[src/pmx_pkg.sv]
/*
 * Shared constants for the pin controller: pin count, special pin positions,
 * register byte offsets, reset values and the function-select encoding.
 * Assumes a 32-bit classic Wishbone register bus with byte addressing.
 */
package pmx_pkg;

	// Pin population and bus widths.
	localparam int PMX_PINS   = 37;
	localparam int PMX_ADR_W  = 8;
	localparam int PMX_DAT_W  = 32;
	localparam int PMX_SEL_W  = 4;
	localparam int PMX_STRAPS = 4;

	// Pins with fixed roles.
	localparam int PMX_STRAP_LSB     = 33;
	localparam int PMX_EXP_CLK_PIN   = 0;
	localparam int PMX_EXP_DO_PIN    = 1;
	localparam int PMX_EXP_DI_PIN    = 2;
	localparam int PMX_EXP_LD_PIN    = 3;
	localparam int PMX_MGMT_CLK_PIN  = 22;
	localparam int PMX_MGMT_DATA_PIN = 23;

	// Strap code that selects the management slave mode.
	localparam logic [PMX_STRAPS-1:0] PMX_MGMT_SLAVE_STRAP = 4'hF;

	// Each 37-bit register takes a pair of words: low bits, then bits 36:32.
	localparam logic [PMX_ADR_W-1:0] PMX_OFS_OUT      = 8'h00;
	localparam logic [PMX_ADR_W-1:0] PMX_OFS_OUT_SET  = 8'h08;
	localparam logic [PMX_ADR_W-1:0] PMX_OFS_OUT_CLR  = 8'h10;
	localparam logic [PMX_ADR_W-1:0] PMX_OFS_IN       = 8'h18;
	localparam logic [PMX_ADR_W-1:0] PMX_OFS_OE       = 8'h20;
	localparam logic [PMX_ADR_W-1:0] PMX_OFS_FSEL0    = 8'h28;
	localparam logic [PMX_ADR_W-1:0] PMX_OFS_FSEL1    = 8'h30;
	localparam logic [PMX_ADR_W-1:0] PMX_OFS_PEND     = 8'h38;
	localparam logic [PMX_ADR_W-1:0] PMX_OFS_IRQ_ENA  = 8'h40;
	localparam logic [PMX_ADR_W-1:0] PMX_OFS_IRQ_ID   = 8'h48;
	localparam logic [PMX_ADR_W-1:0] PMX_OFS_STRAP    = 8'h50;
	localparam int                   PMX_HI_WORD_BIT  = 2;

	// Reset values.
	localparam logic [PMX_PINS-1:0] PMX_RST_OUT  = 37'h0;
	localparam logic [PMX_PINS-1:0] PMX_RST_OE   = 37'h0;
	localparam logic [PMX_PINS-1:0] PMX_RST_FSEL = 37'h0;
	localparam logic [PMX_PINS-1:0] PMX_RST_PEND = 37'h0;
	localparam logic [PMX_PINS-1:0] PMX_RST_ENA  = 37'h0;

	// Per-pin function code built from the two selection registers.
	typedef enum logic [1:0] {
		PMX_FN_PIN  = 2'h0,
		PMX_FN_ALT1 = 2'h1,
		PMX_FN_ALT2 = 2'h2,
		PMX_FN_ALT3 = 2'h3
	} pmx_func_t;

endpackage : pmx_pkg

[src/pmx_pin_io_mux_controller.sv]
/*
 * General-purpose pin controller: direction, output value with atomic set and
 * clear, synchronised input, two-bit function multiplexer, strap capture at
 * reset, change detection with masked level interrupt, classic Wishbone slave.
 * Assumes pin inputs are asynchronous levels, rst_i is the external device
 * reset held for at least three clocks, and soft_rst_i is the software reset.
 */
`timescale 1ns/1ps

// Behaviour
// - Pins not taken by a function select or slave mode are inputs after reset; direction bits enable outputs.
// - Input register shows every pin level.
// - Output pins drive their output value bit.
// - Atomic set register sets written-one output bits.
// - Atomic clear register clears written-one output bits.
// - Function selects survive software reset, external only.
// - Two-bit code: 0 pin, 1 alt one, 2 alt two, 3 alt three.
// - Pins 0-3 alt one carry expander signals.
// - Management slave strap takes over its two pins.
// - Straps sampled and latched while reset asserted.
// - Strap pins are ordinary pins after reset.
// - Any input change sets its pending bit.
// - Pending bit interrupts only when enabled.
// - Identity register is pending AND enable.
module pmx_pin_io_mux_controller (
	// Clock and resets.
	input  wire logic                           clk_i,
	input  wire logic                           rst_i,
	input  wire logic                           soft_rst_i,
	// Wishbone slave.
	input  wire logic                           cyc_i,
	input  wire logic                           stb_i,
	input  wire logic                           we_i,
	input  wire logic [pmx_pkg::PMX_ADR_W-1:0]  adr_i,
	input  wire logic [pmx_pkg::PMX_SEL_W-1:0]  sel_i,
	input  wire logic [pmx_pkg::PMX_DAT_W-1:0]  dat_i,
	output logic      [pmx_pkg::PMX_DAT_W-1:0]  dat_o,
	output logic                                ack_o,
	output logic                                err_o,
	// Pins.
	input  wire logic [pmx_pkg::PMX_PINS-1:0]   pin_i,
	output logic      [pmx_pkg::PMX_PINS-1:0]   pin_o,
	output logic      [pmx_pkg::PMX_PINS-1:0]   pin_oe_o,
	// Alternate peripherals, one output and enable per pin and function.
	input  wire logic [pmx_pkg::PMX_PINS-1:0]   alt1_out_i,
	input  wire logic [pmx_pkg::PMX_PINS-1:0]   alt1_oe_i,
	input  wire logic [pmx_pkg::PMX_PINS-1:0]   alt2_out_i,
	input  wire logic [pmx_pkg::PMX_PINS-1:0]   alt2_oe_i,
	input  wire logic [pmx_pkg::PMX_PINS-1:0]   alt3_out_i,
	input  wire logic [pmx_pkg::PMX_PINS-1:0]   alt3_oe_i,
	output logic      [pmx_pkg::PMX_PINS-1:0]   alt_in_o,
	// Serial pin-expander signals.
	input  wire logic                           expander_shift_clock_i,
	input  wire logic                           expander_data_out_i,
	input  wire logic                           expander_load_i,
	output logic                                expander_data_in_o,
	// Management slave signals.
	output logic                                mgmt_slave_clock_pin_o,
	output logic                                mgmt_slave_data_pin_o,
	input  wire logic                           mgmt_slave_data_pin_i,
	input  wire logic                           mgmt_slave_data_oe_i,
	output logic                                mgmt_slave_mode_o,
	// Straps and interrupt.
	output logic      [pmx_pkg::PMX_STRAPS-1:0] cpu_config_straps_o,
	output logic                                irq_o
);
	import pmx_pkg::*;

	logic [PMX_PINS-1:0]   sync_a_ff;
	logic [PMX_PINS-1:0]   sync_b_ff;
	logic [PMX_PINS-1:0]   prev_ff;
	logic [PMX_PINS-1:0]   out_ff;
	logic [PMX_PINS-1:0]   oe_ff;
	logic [PMX_PINS-1:0]   fsel0_ff;
	logic [PMX_PINS-1:0]   fsel1_ff;
	logic [PMX_PINS-1:0]   pend_ff;
	logic [PMX_PINS-1:0]   ena_ff;
	logic [PMX_STRAPS-1:0] strap_ff;
	logic [PMX_PINS-1:0]   pin_ff;
	logic [PMX_PINS-1:0]   pin_oe_ff;
	logic [PMX_DAT_W-1:0]  dat_ff;
	logic                  ack_ff;
	logic                  err_ff;
	logic                  irq_ff;
	logic                  mode_ff;
	logic                  any_rst;
	logic                  req;
	logic                  hit;
	logic                  wr;
	logic [PMX_ADR_W-1:0]  pair_adr;
	logic                  hi_word;
	logic [63:0]           wdat64;
	logic [63:0]           wmsk64;
	logic [PMX_PINS-1:0]   wdat;
	logic [PMX_PINS-1:0]   wmsk;
	logic [PMX_PINS-1:0]   rd_val;
	logic [63:0]           rd64;
	logic [PMX_DAT_W-1:0]  nxt_dat;
	logic [PMX_PINS-1:0]   nxt_pin;
	logic [PMX_PINS-1:0]   nxt_pin_oe;

	// Expand byte selects into a bit mask for one 32-bit word.
	function automatic logic [PMX_DAT_W-1:0] lane_mask(input logic [PMX_SEL_W-1:0] s);
		lane_mask = {{8{s[3]}}, {8{s[2]}}, {8{s[1]}}, {8{s[0]}}};
	endfunction : lane_mask

	assign any_rst   = rst_i | soft_rst_i;

	// Bus request decode; a new request is taken only while no answer is out.
	assign req      = cyc_i & stb_i & ~ack_ff & ~err_ff;
	assign hi_word  = adr_i[PMX_HI_WORD_BIT];
	assign pair_adr = {adr_i[PMX_ADR_W-1:3], 3'h0};
	assign hit      = (adr_i[1:0] == 2'h0) && (pair_adr <= PMX_OFS_STRAP);
	assign wr       = req & hit & we_i;

	// Place written data and lanes on the addressed half of the 37-bit value.
	assign wdat64 = hi_word ? {dat_i, 32'h0} : {32'h0, dat_i};
	assign wmsk64 = hi_word ? {lane_mask(sel_i), 32'h0} : {32'h0, lane_mask(sel_i)};
	assign wdat   = wdat64[PMX_PINS-1:0];
	assign wmsk   = wmsk64[PMX_PINS-1:0];

	// Two-stage synchroniser; no reset so straps are valid during reset.
	always_ff @(posedge clk_i)
	begin
		sync_a_ff <= pin_i;
		sync_b_ff <= sync_a_ff;
		prev_ff   <= sync_b_ff;
	end

	// Straps follow the pins while reset is held and freeze at release.
	always_ff @(posedge clk_i)
	begin
		if (rst_i)
		begin
			strap_ff <= sync_b_ff[PMX_STRAP_LSB +: PMX_STRAPS];
			mode_ff  <= (sync_b_ff[PMX_STRAP_LSB +: PMX_STRAPS] == PMX_MGMT_SLAVE_STRAP);
		end
	end

	// Output value with plain, set and clear views, merged in one step.
	always_ff @(posedge clk_i)
	begin
		if (any_rst)
			out_ff <= PMX_RST_OUT;
		else if (wr && pair_adr == PMX_OFS_OUT)
			out_ff <= (out_ff & ~wmsk) | (wdat & wmsk);
		else if (wr && pair_adr == PMX_OFS_OUT_SET)
			out_ff <= out_ff | (wdat & wmsk);
		else if (wr && pair_adr == PMX_OFS_OUT_CLR)
			out_ff <= out_ff & ~(wdat & wmsk);
	end

	// Direction register; zero means input, so pins not taken by a function select or slave mode start as inputs.
	always_ff @(posedge clk_i)
	begin
		if (any_rst)
			oe_ff <= PMX_RST_OE;
		else if (wr && pair_adr == PMX_OFS_OE)
			oe_ff <= (oe_ff & ~wmsk) | (wdat & wmsk);
	end

	// Function selects see only the external reset, so a software reset keeps
	// the pin mapping; the pin drivers are still released while it lasts.
	always_ff @(posedge clk_i)
	begin
		if (rst_i)
		begin
			fsel0_ff <= PMX_RST_FSEL;
			fsel1_ff <= PMX_RST_FSEL;
		end
		else if (wr && pair_adr == PMX_OFS_FSEL0)
			fsel0_ff <= (fsel0_ff & ~wmsk) | (wdat & wmsk);
		else if (wr && pair_adr == PMX_OFS_FSEL1)
			fsel1_ff <= (fsel1_ff & ~wmsk) | (wdat & wmsk);
	end

	// Interrupt enable mask.
	always_ff @(posedge clk_i)
	begin
		if (any_rst)
			ena_ff <= PMX_RST_ENA;
		else if (wr && pair_adr == PMX_OFS_IRQ_ENA)
			ena_ff <= (ena_ff & ~wmsk) | (wdat & wmsk);
	end

	// Change pending: a change seen in the clearing cycle stays set.
	always_ff @(posedge clk_i)
	begin
		if (any_rst)
			pend_ff <= PMX_RST_PEND;
		else if (wr && pair_adr == PMX_OFS_PEND)
			pend_ff <= (pend_ff & ~(wdat & wmsk)) | (sync_b_ff ^ prev_ff);
		else
			pend_ff <= pend_ff | (sync_b_ff ^ prev_ff);
	end

	// Level interrupt from enabled pending bits.
	always_ff @(posedge clk_i)
	begin
		if (any_rst)
			irq_ff <= 1'b0;
		else
			irq_ff <= |(pend_ff & ena_ff);
	end

	// Read multiplexer over the addressed register pair.
	always_comb
	begin
		rd_val = '0;
		if (pair_adr == PMX_OFS_OUT)
			rd_val = out_ff;
		else if (pair_adr == PMX_OFS_IN)
			rd_val = sync_b_ff;
		else if (pair_adr == PMX_OFS_OE)
			rd_val = oe_ff;
		else if (pair_adr == PMX_OFS_FSEL0)
			rd_val = fsel0_ff;
		else if (pair_adr == PMX_OFS_FSEL1)
			rd_val = fsel1_ff;
		else if (pair_adr == PMX_OFS_PEND)
			rd_val = pend_ff;
		else if (pair_adr == PMX_OFS_IRQ_ENA)
			rd_val = ena_ff;
		else if (pair_adr == PMX_OFS_IRQ_ID)
			rd_val = pend_ff & ena_ff;
		else if (pair_adr == PMX_OFS_STRAP)
			rd_val = {{(PMX_PINS-PMX_STRAPS){1'b0}}, strap_ff};
		rd64    = {{(64-PMX_PINS){1'b0}}, rd_val};
		nxt_dat = hi_word ? rd64[63:32] : rd64[31:0];
	end

	// Bus answer: one cycle after the request, held a single cycle. Set and
	// clear views and the identity register read as zero or live value.
	always_ff @(posedge clk_i)
	begin
		if (any_rst)
		begin
			ack_ff <= 1'b0;
			err_ff <= 1'b0;
			dat_ff <= 32'h0;
		end
		else
		begin
			ack_ff <= req & hit;
			err_ff <= req & ~hit;
			if (req & hit & ~we_i)
				dat_ff <= nxt_dat;
		end
	end

	// Per-pin function multiplexer; outputs are registered, costing one cycle.
	generate
		for (genvar n = 0; n < PMX_PINS; n++)
		begin : g_pin
			always_comb
			begin
				nxt_pin[n]    = out_ff[n];
				nxt_pin_oe[n] = oe_ff[n];
				case (pmx_func_t'({fsel1_ff[n], fsel0_ff[n]}))
					PMX_FN_ALT1:
					begin
						nxt_pin[n]    = alt1_out_i[n];
						nxt_pin_oe[n] = alt1_oe_i[n];
						if (n == PMX_EXP_CLK_PIN)
						begin
							nxt_pin[n]    = expander_shift_clock_i;
							nxt_pin_oe[n] = 1'b1;
						end
						else if (n == PMX_EXP_DO_PIN)
						begin
							nxt_pin[n]    = expander_data_out_i;
							nxt_pin_oe[n] = 1'b1;
						end
						else if (n == PMX_EXP_DI_PIN)
						begin
							nxt_pin[n]    = 1'b0;
							nxt_pin_oe[n] = 1'b0;
						end
						else if (n == PMX_EXP_LD_PIN)
						begin
							nxt_pin[n]    = expander_load_i;
							nxt_pin_oe[n] = 1'b1;
						end
					end
					PMX_FN_ALT2:
					begin
						nxt_pin[n]    = alt2_out_i[n];
						nxt_pin_oe[n] = alt2_oe_i[n];
					end
					PMX_FN_ALT3:
					begin
						nxt_pin[n]    = alt3_out_i[n];
						nxt_pin_oe[n] = alt3_oe_i[n];
					end
					default:
						nxt_pin[n] = out_ff[n];
				endcase
				// The strapped slave mode wins over any function selection.
				if (mode_ff && n == PMX_MGMT_CLK_PIN)
				begin
					nxt_pin[n]    = 1'b0;
					nxt_pin_oe[n] = 1'b0;
				end
				else if (mode_ff && n == PMX_MGMT_DATA_PIN)
				begin
					nxt_pin[n]    = mgmt_slave_data_pin_i;
					nxt_pin_oe[n] = mgmt_slave_data_oe_i;
				end
			end
		end
	endgenerate

	// Pin drivers; released during any reset so every pin floats as input.
	always_ff @(posedge clk_i)
	begin
		if (any_rst)
		begin
			pin_ff    <= 37'h0;
			pin_oe_ff <= 37'h0;
		end
		else
		begin
			pin_ff    <= nxt_pin;
			pin_oe_ff <= nxt_pin_oe;
		end
	end

	assign dat_o                  = dat_ff;
	assign ack_o                  = ack_ff;
	assign err_o                  = err_ff;
	assign pin_o                  = pin_ff;
	assign pin_oe_o               = pin_oe_ff;
	assign alt_in_o               = sync_b_ff;
	assign expander_data_in_o     = sync_b_ff[PMX_EXP_DI_PIN];
	assign mgmt_slave_clock_pin_o = sync_b_ff[PMX_MGMT_CLK_PIN];
	assign mgmt_slave_data_pin_o  = sync_b_ff[PMX_MGMT_DATA_PIN];
	assign mgmt_slave_mode_o      = mode_ff;
	assign cpu_config_straps_o    = strap_ff;
	assign irq_o                  = irq_ff;

endmodule : pmx_pin_io_mux_controller

[config.mk]
export PLATFORM = sky130hd
export DESIGN_NAME = pmx_pin_io_mux_controller
export DESIGN_NICKNAME = d
export VERILOG_FILES = /design/src/pmx_pkg.sv /design/src/pmx_pin_io_mux_controller.sv
export SDC_FILE = /design/constraint.sdc
export NUM_CORES = 1
export LEC_CHECK = 0
export ABC_AREA = 1
export BUFFER_PORTS_ARGS = -buffer_cell sky130_fd_sc_hd__buf_2
export CAP_MARGIN = 10
export CORE_MARGIN = 2
export CORE_UTILIZATION = 25
export DETAILED_ROUTE_END_ITERATION = 12
export GPL_ROUTABILITY_DRIVEN = 1
export GPL_TIMING_DRIVEN = 0
export SLEW_MARGIN = 15
export SYNTH_ARGS = -nofsm -noshare
export SYNTH_HDL_FRONTEND = slang
export SYNTH_SLANG_ARGS = --single-unit
[constraint.sdc]
create_clock -name clk_i -period 1.9 [get_ports clk_i]
set_input_delay 0.38 -clock clk_i [delete_from_list [all_inputs] [get_ports clk_i]]
set_output_delay 0.38 -clock clk_i [all_outputs]
set_load 0.01 [all_outputs]
* Word-level counts from Yosys, hierarchy flattened
Index checks and enable logic that the tools add are counted.
** Storage, ports and cells
- Word-level logic and storage cells :: 282
- ROM bits :: 0
- Register bits after elaboration :: 447
- Bits in latches :: 0
- Memories kept :: 0
- Output and inout port bits :: 154
- RAM bits :: 0
- Input bits :: 314
** Cells by class
- Equality and inequality tests :: 122
- $mul :: 0
- $lt $le $gt $ge :: 1
- Shift-type cells :: 0
- Multiplexer cells :: 92
- Bitwise operators :: 33
- Add/subtract/negate cells :: 0
- Div/mod/pow operators :: 0
- Reductions and logical operators :: 15
** Operators by type and width (count)
- 37-bit two-way mux :: 14
- 37-bit AND :: 9
- 37-bit bitwise OR :: 8
- 1-bit case mux with 3 select lines :: 74
- 2-bit == test (second input constant) :: 74
- 2-bit by 1-bit == test with 1-bit output (second input constant) :: 37
- 37-bit NOT :: 2
- 37-bit OR reduction :: 1
- 37-bit bitwise XOR :: 1
- 32-bit two-way mux :: 1
- 5-bit by 3-bit == test with 1-bit output (second input constant) :: 4
- 5-bit by 4-bit == test with 1-bit output (second input constant) :: 3
- 5-bit by 2-bit == test with 1-bit output (second input constant) :: 2
- 1-bit logical AND :: 9
- 8-bit by 7-bit <= comparator with 1-bit output (second input constant) :: 1
- 8-bit logical NOT :: 1
- 1-bit AND :: 7
- 5-bit by 1-bit == test with 1-bit output (second input constant) :: 1
- 1-bit NOT :: 5
- 4-bit == test (second input constant) :: 1
- 4-bit two-way mux :: 1
- 3-bit nonzero test :: 1
- 2-bit logical NOT :: 1
- 1-bit two-way mux :: 2
- other kinds (3) :: 3

* Depth between registers and ports, before layout
- Word-level depth :: 11
- Mapped depth :: 14
- Mapped depth without buffers :: 13

* Worst setup path before layout
No wires, ideal clock.
- Path kind :: input port to flip-flop
- Start :: input adr_i[6] (netlist name)
- End :: register pend_ff[21]
- Required time :: 1.768 ns
- Setup slack :: 0.034 ns
- Stages :: 9
- Library setup time :: 0.132 ns
- Arrival time :: 1.733 ns
- Path buffers :: 3
- Path through :: buf_4 -> inv_2 -> nand3_1 -> nor2_2 -> clkbuf_1 -> buf_1 -> nand3_1 -> nand2_1 -> a21oi_1
** Between the ends
- Word-level cells in the longest chain between the ends :: 6
- Elaborated cells on any way between the ends :: 7
- Classes of those cells :: 1 x order compare; 1 x eq/ne; 1 x mux; 2 x bitwise; 2 x reduce/logical
** Ends and longest elaborated chain
- start: declaration :: line pmx_pin_io_mux_controller.sv:34 : input wire logic [pmx_pkg::PMX_ADR_W-1:0] adr_i,
- 8-bit by 7-bit <= comparator with 1-bit output :: line pmx_pin_io_mux_controller.sv:113 : assign hit = (adr_i[1:0] == 2'h0) && (pair_adr <= PMX_OFS_STRAP);
- 1-bit logical AND :: line pmx_pin_io_mux_controller.sv:113
- 1-bit AND (2 in a row) :: line pmx_pin_io_mux_controller.sv:114 : assign wr = req & hit & we_i;
- 1-bit logical AND (*) :: line pmx_pin_io_mux_controller.sv:191 : else if (wr && pair_adr == PMX_OFS_PEND)
- 37-bit two-way mux (*) :: line pmx_pin_io_mux_controller.sv:191
- end signal: assignment :: line pmx_pin_io_mux_controller.sv:192 : pend_ff <= (pend_ff & ~(wdat & wmsk)) | (sync_b_ff ^ prev_ff);
- end signal: assignment :: line pmx_pin_io_mux_controller.sv:194 : pend_ff <= pend_ff | (sync_b_ff ^ prev_ff);
- end: declaration :: line pmx_pin_io_mux_controller.sv:76 : logic [PMX_PINS-1:0] pend_ff;
Every way passes the cells marked *; elsewhere a longest branch is shown, timed or not.
A chain may end at the register's enable or synchronous reset.

==> results.cfg <==
[sta]
fin_setup_tns_ns = -0.1466
rsz0062_at_grt = true
max_freq_mhz = 514.3
slew_viol_final = 0
fin_crit_ns = 1.944
worstMarginPinSlew_ns = 1.124
finalCritPeriodShare_pct = 102.3
finalHoldViolCount = 0
slew_headroom_pct = 25.05
fin_skew_ns = 0.03233
setup_slack_ns = -0.04449
finalSetupViolations = 8

[run_status]
violations = negative setup slack
status = finished with violations

[layout]
layout.cells.non_filler = 4401
drive_above_1_share_pct = 22.80
final_net_count = 3629
final_cell_mix = 631 x nand2_1, 479 x buf_2, 442 x dfxtp_1, 416 x nor2_1, 248 x nand3_1
layout_commonest_cell = nand2_1
final_cell_area_um2 = 25940
syn_to_final_growth_pct = 34.39
fillers = 8105

[route]
wl_per_cell_um = 21.06
drc = 0
first_iter_violations = 2198
routed_wirelength_um = 92680
dr.pass1.iters = 6
via_per_inst = 4.822
vias = 21222
postRouteAntennaNets = 0

[worst_setup_path]
crit_fanout = 10
endpoint_kind = flop
crit_required_ns = 2.44
critPathKind = in -> reg
rrSetupSlack_ns = -0.02
reg2regPathDepth = 10
r2r-start = ack_o$_SDFF_PP0_
cp-start-kind = input port
worst_ep_arrival_time_ns = 2.48

[clocking]
clock_latency_ns = 0.64
cts_made_buffers = 55
clk_pin_slew_ns = 0.06
cts-root-buf = clkbuf_16
htree_levels = 2
cts.sinks = 447
cts.path.max_buffers = 3
cts_tree = yes

[synthesis]
async_reset_ff_share_pct = 0
syn-cell-area_um2 = 19300
ys_ff_latch = 447
ys_types = 34
synth_ff_type = dfxtp_1
avgSynthCellArea_um2 = 7.086
ys_seq_area_share_pct = 46.62
yosys_warnings = 0
synth_edf_count = 5
syn_nets = 3038
syn_inst = 2724

[floorplan]
ios = 468
die_area_um2 = 79450
start_util_pct = 25.33
core_um2 = 76200
die-height_um = 281.9
std_cell_rows = 101
die_x_um = 281.9

[placed_design]
gp_congestion = 0.9386
dp_cells = 4213
dp_slack_ns = -1.553
port_buffers = 459
hpwl_um = 70530
postPlaceCellArea_um2 = 22890

[power]
p_leak_uw = 0.01102
finalPower_uw = 22280
p_per_area_nw_per_um2 = 858.7
irDropWorstVdd_uv = 619.1

[global_route]
grt_max_degree = 20
antenna_found_initial = 24
grt_pass1_wl_um = 129400
grtUsageTotal_pct = 22.48
grt.overflow.total = 0
grt_pass1_vias = 19405

[min_path]
hp-class = in -> reg
min_path_cells = 3
min_from = alt1_out_i[7]
holdPathEnd = pin_o[7]$_SDFF_PP0_

[job]
cap_violations = 0
[cell type report]
cell class	instances	area [µm²]	area share (%)
Buffer	106	645.6	2.489
Timing Repair Buffer	535	3013	11.61
Clock inverter	24	306.5	1.182
Clock buffer	77	1599	6.164
Antenna cell	12	30.03	0.1158
Sequential cell	447	8999	34.69
Tap cell	1030	1289	4.968
Multi-Input combinational cell	1951	9184	35.40
Inverter	219	875.8	3.376
[repair_timing]
item,in CTS,in global routing
hold endpoints to repair,44,0
buffers inserted,23,9
resized for setup,75,133
hold buffers,44,0
pin swaps,14,22
setup endpoints to repair,252,238
[worst max-delay path, cell delays in order]
cell     delay, ns
buf_2         0.13
buf_4         0.19
nand2_1       0.08
nor2_2        0.19
nand2_1       0.09
nand3_2       0.16
nand3_4       0.14
nor2_4        0.19
buf_4         0.17
nand2_8       0.11
nor2_4        0.28
buf_4         0.16
nor2_1        0.03
nor3_1        0.16
[worst max path at each step]
stage | startpoint | end | depth (start not counted)
detailed placement | rst_i | pin_o[30]$_SDFF_PP0_ | 5
finish | adr_i[6] | flop | 14
floorplan | adr_i[6] | pend_ff[21]$_SDFF_PP0_ | 9
CTS | ack_o$_SDFF_PP0_ | flop | 10
global route | ack_o$_SDFF_PP0_ | flop | 10
global placement | rst_i | pin_o[30]$_SDFF_PP0_ | 5
[kinds of logic after synthesis]
logic type      synth area share, %
compound gates                11.77
xor+xnor                      1.679
flops                         46.62
buf+inv                       6.767
simple gates                  33.16
[stage by stage]
step | util [%] | hold WS (ns)
after global placement | 30.04 | 0.3097
after detailed placement | 30.04 | 0.3121
final | 34.04 | 0.02510
after global routing | 34.02 | 0.03114
after CTS | 33.61 | 0.0002144
after floorplan | - | 0.3096
[routing by layer]
layer / up-vias / GRT usage (%) / wire length (µm)
met1: 9810 / 27.63 / 37460
li1: 10142 / - / -
met5: - / 0 / 165
met3: 209 / 8.195 / 10670
met2: 1033 / 35.27 / 40720
met4: 28 / 9.547 / 3669
[synth_stat cells (6+ instances only)]
library cell	count	area share, %
nand2_2	6	0.19
inv_1	190	3.7
a211oi_1	9	0.35
inv_2	26	0.51
nor2_2	7	0.23
o211ai_1	6	0.23
a21oi_1	187	4.8
nand2_1	644	13
nor2_1	421	8.2
buf_4	13	0.51
buf_1	10	0.19
a41oi_1	14	0.64
nor3_1	65	1.7
o21ai_0	161	4.2
dfxtp_1	442	46
xnor2_1	37	1.7
nor2_4	10	0.58
nand4_1	57	1.8
clkbuf_1	57	1.1
or2_2	19	0.62
buf_2	26	0.67
nand3_1	248	6.4
a31oi_1	41	1.3
[power by group]
group	leakage [µW]	internal, µW	switching (µW)
combinational	0.00642	533	861
sequential	0.00366	9570	166
clock	0.000940	6580	4560
No activity file was read; power rests on OpenSTA's default activity.
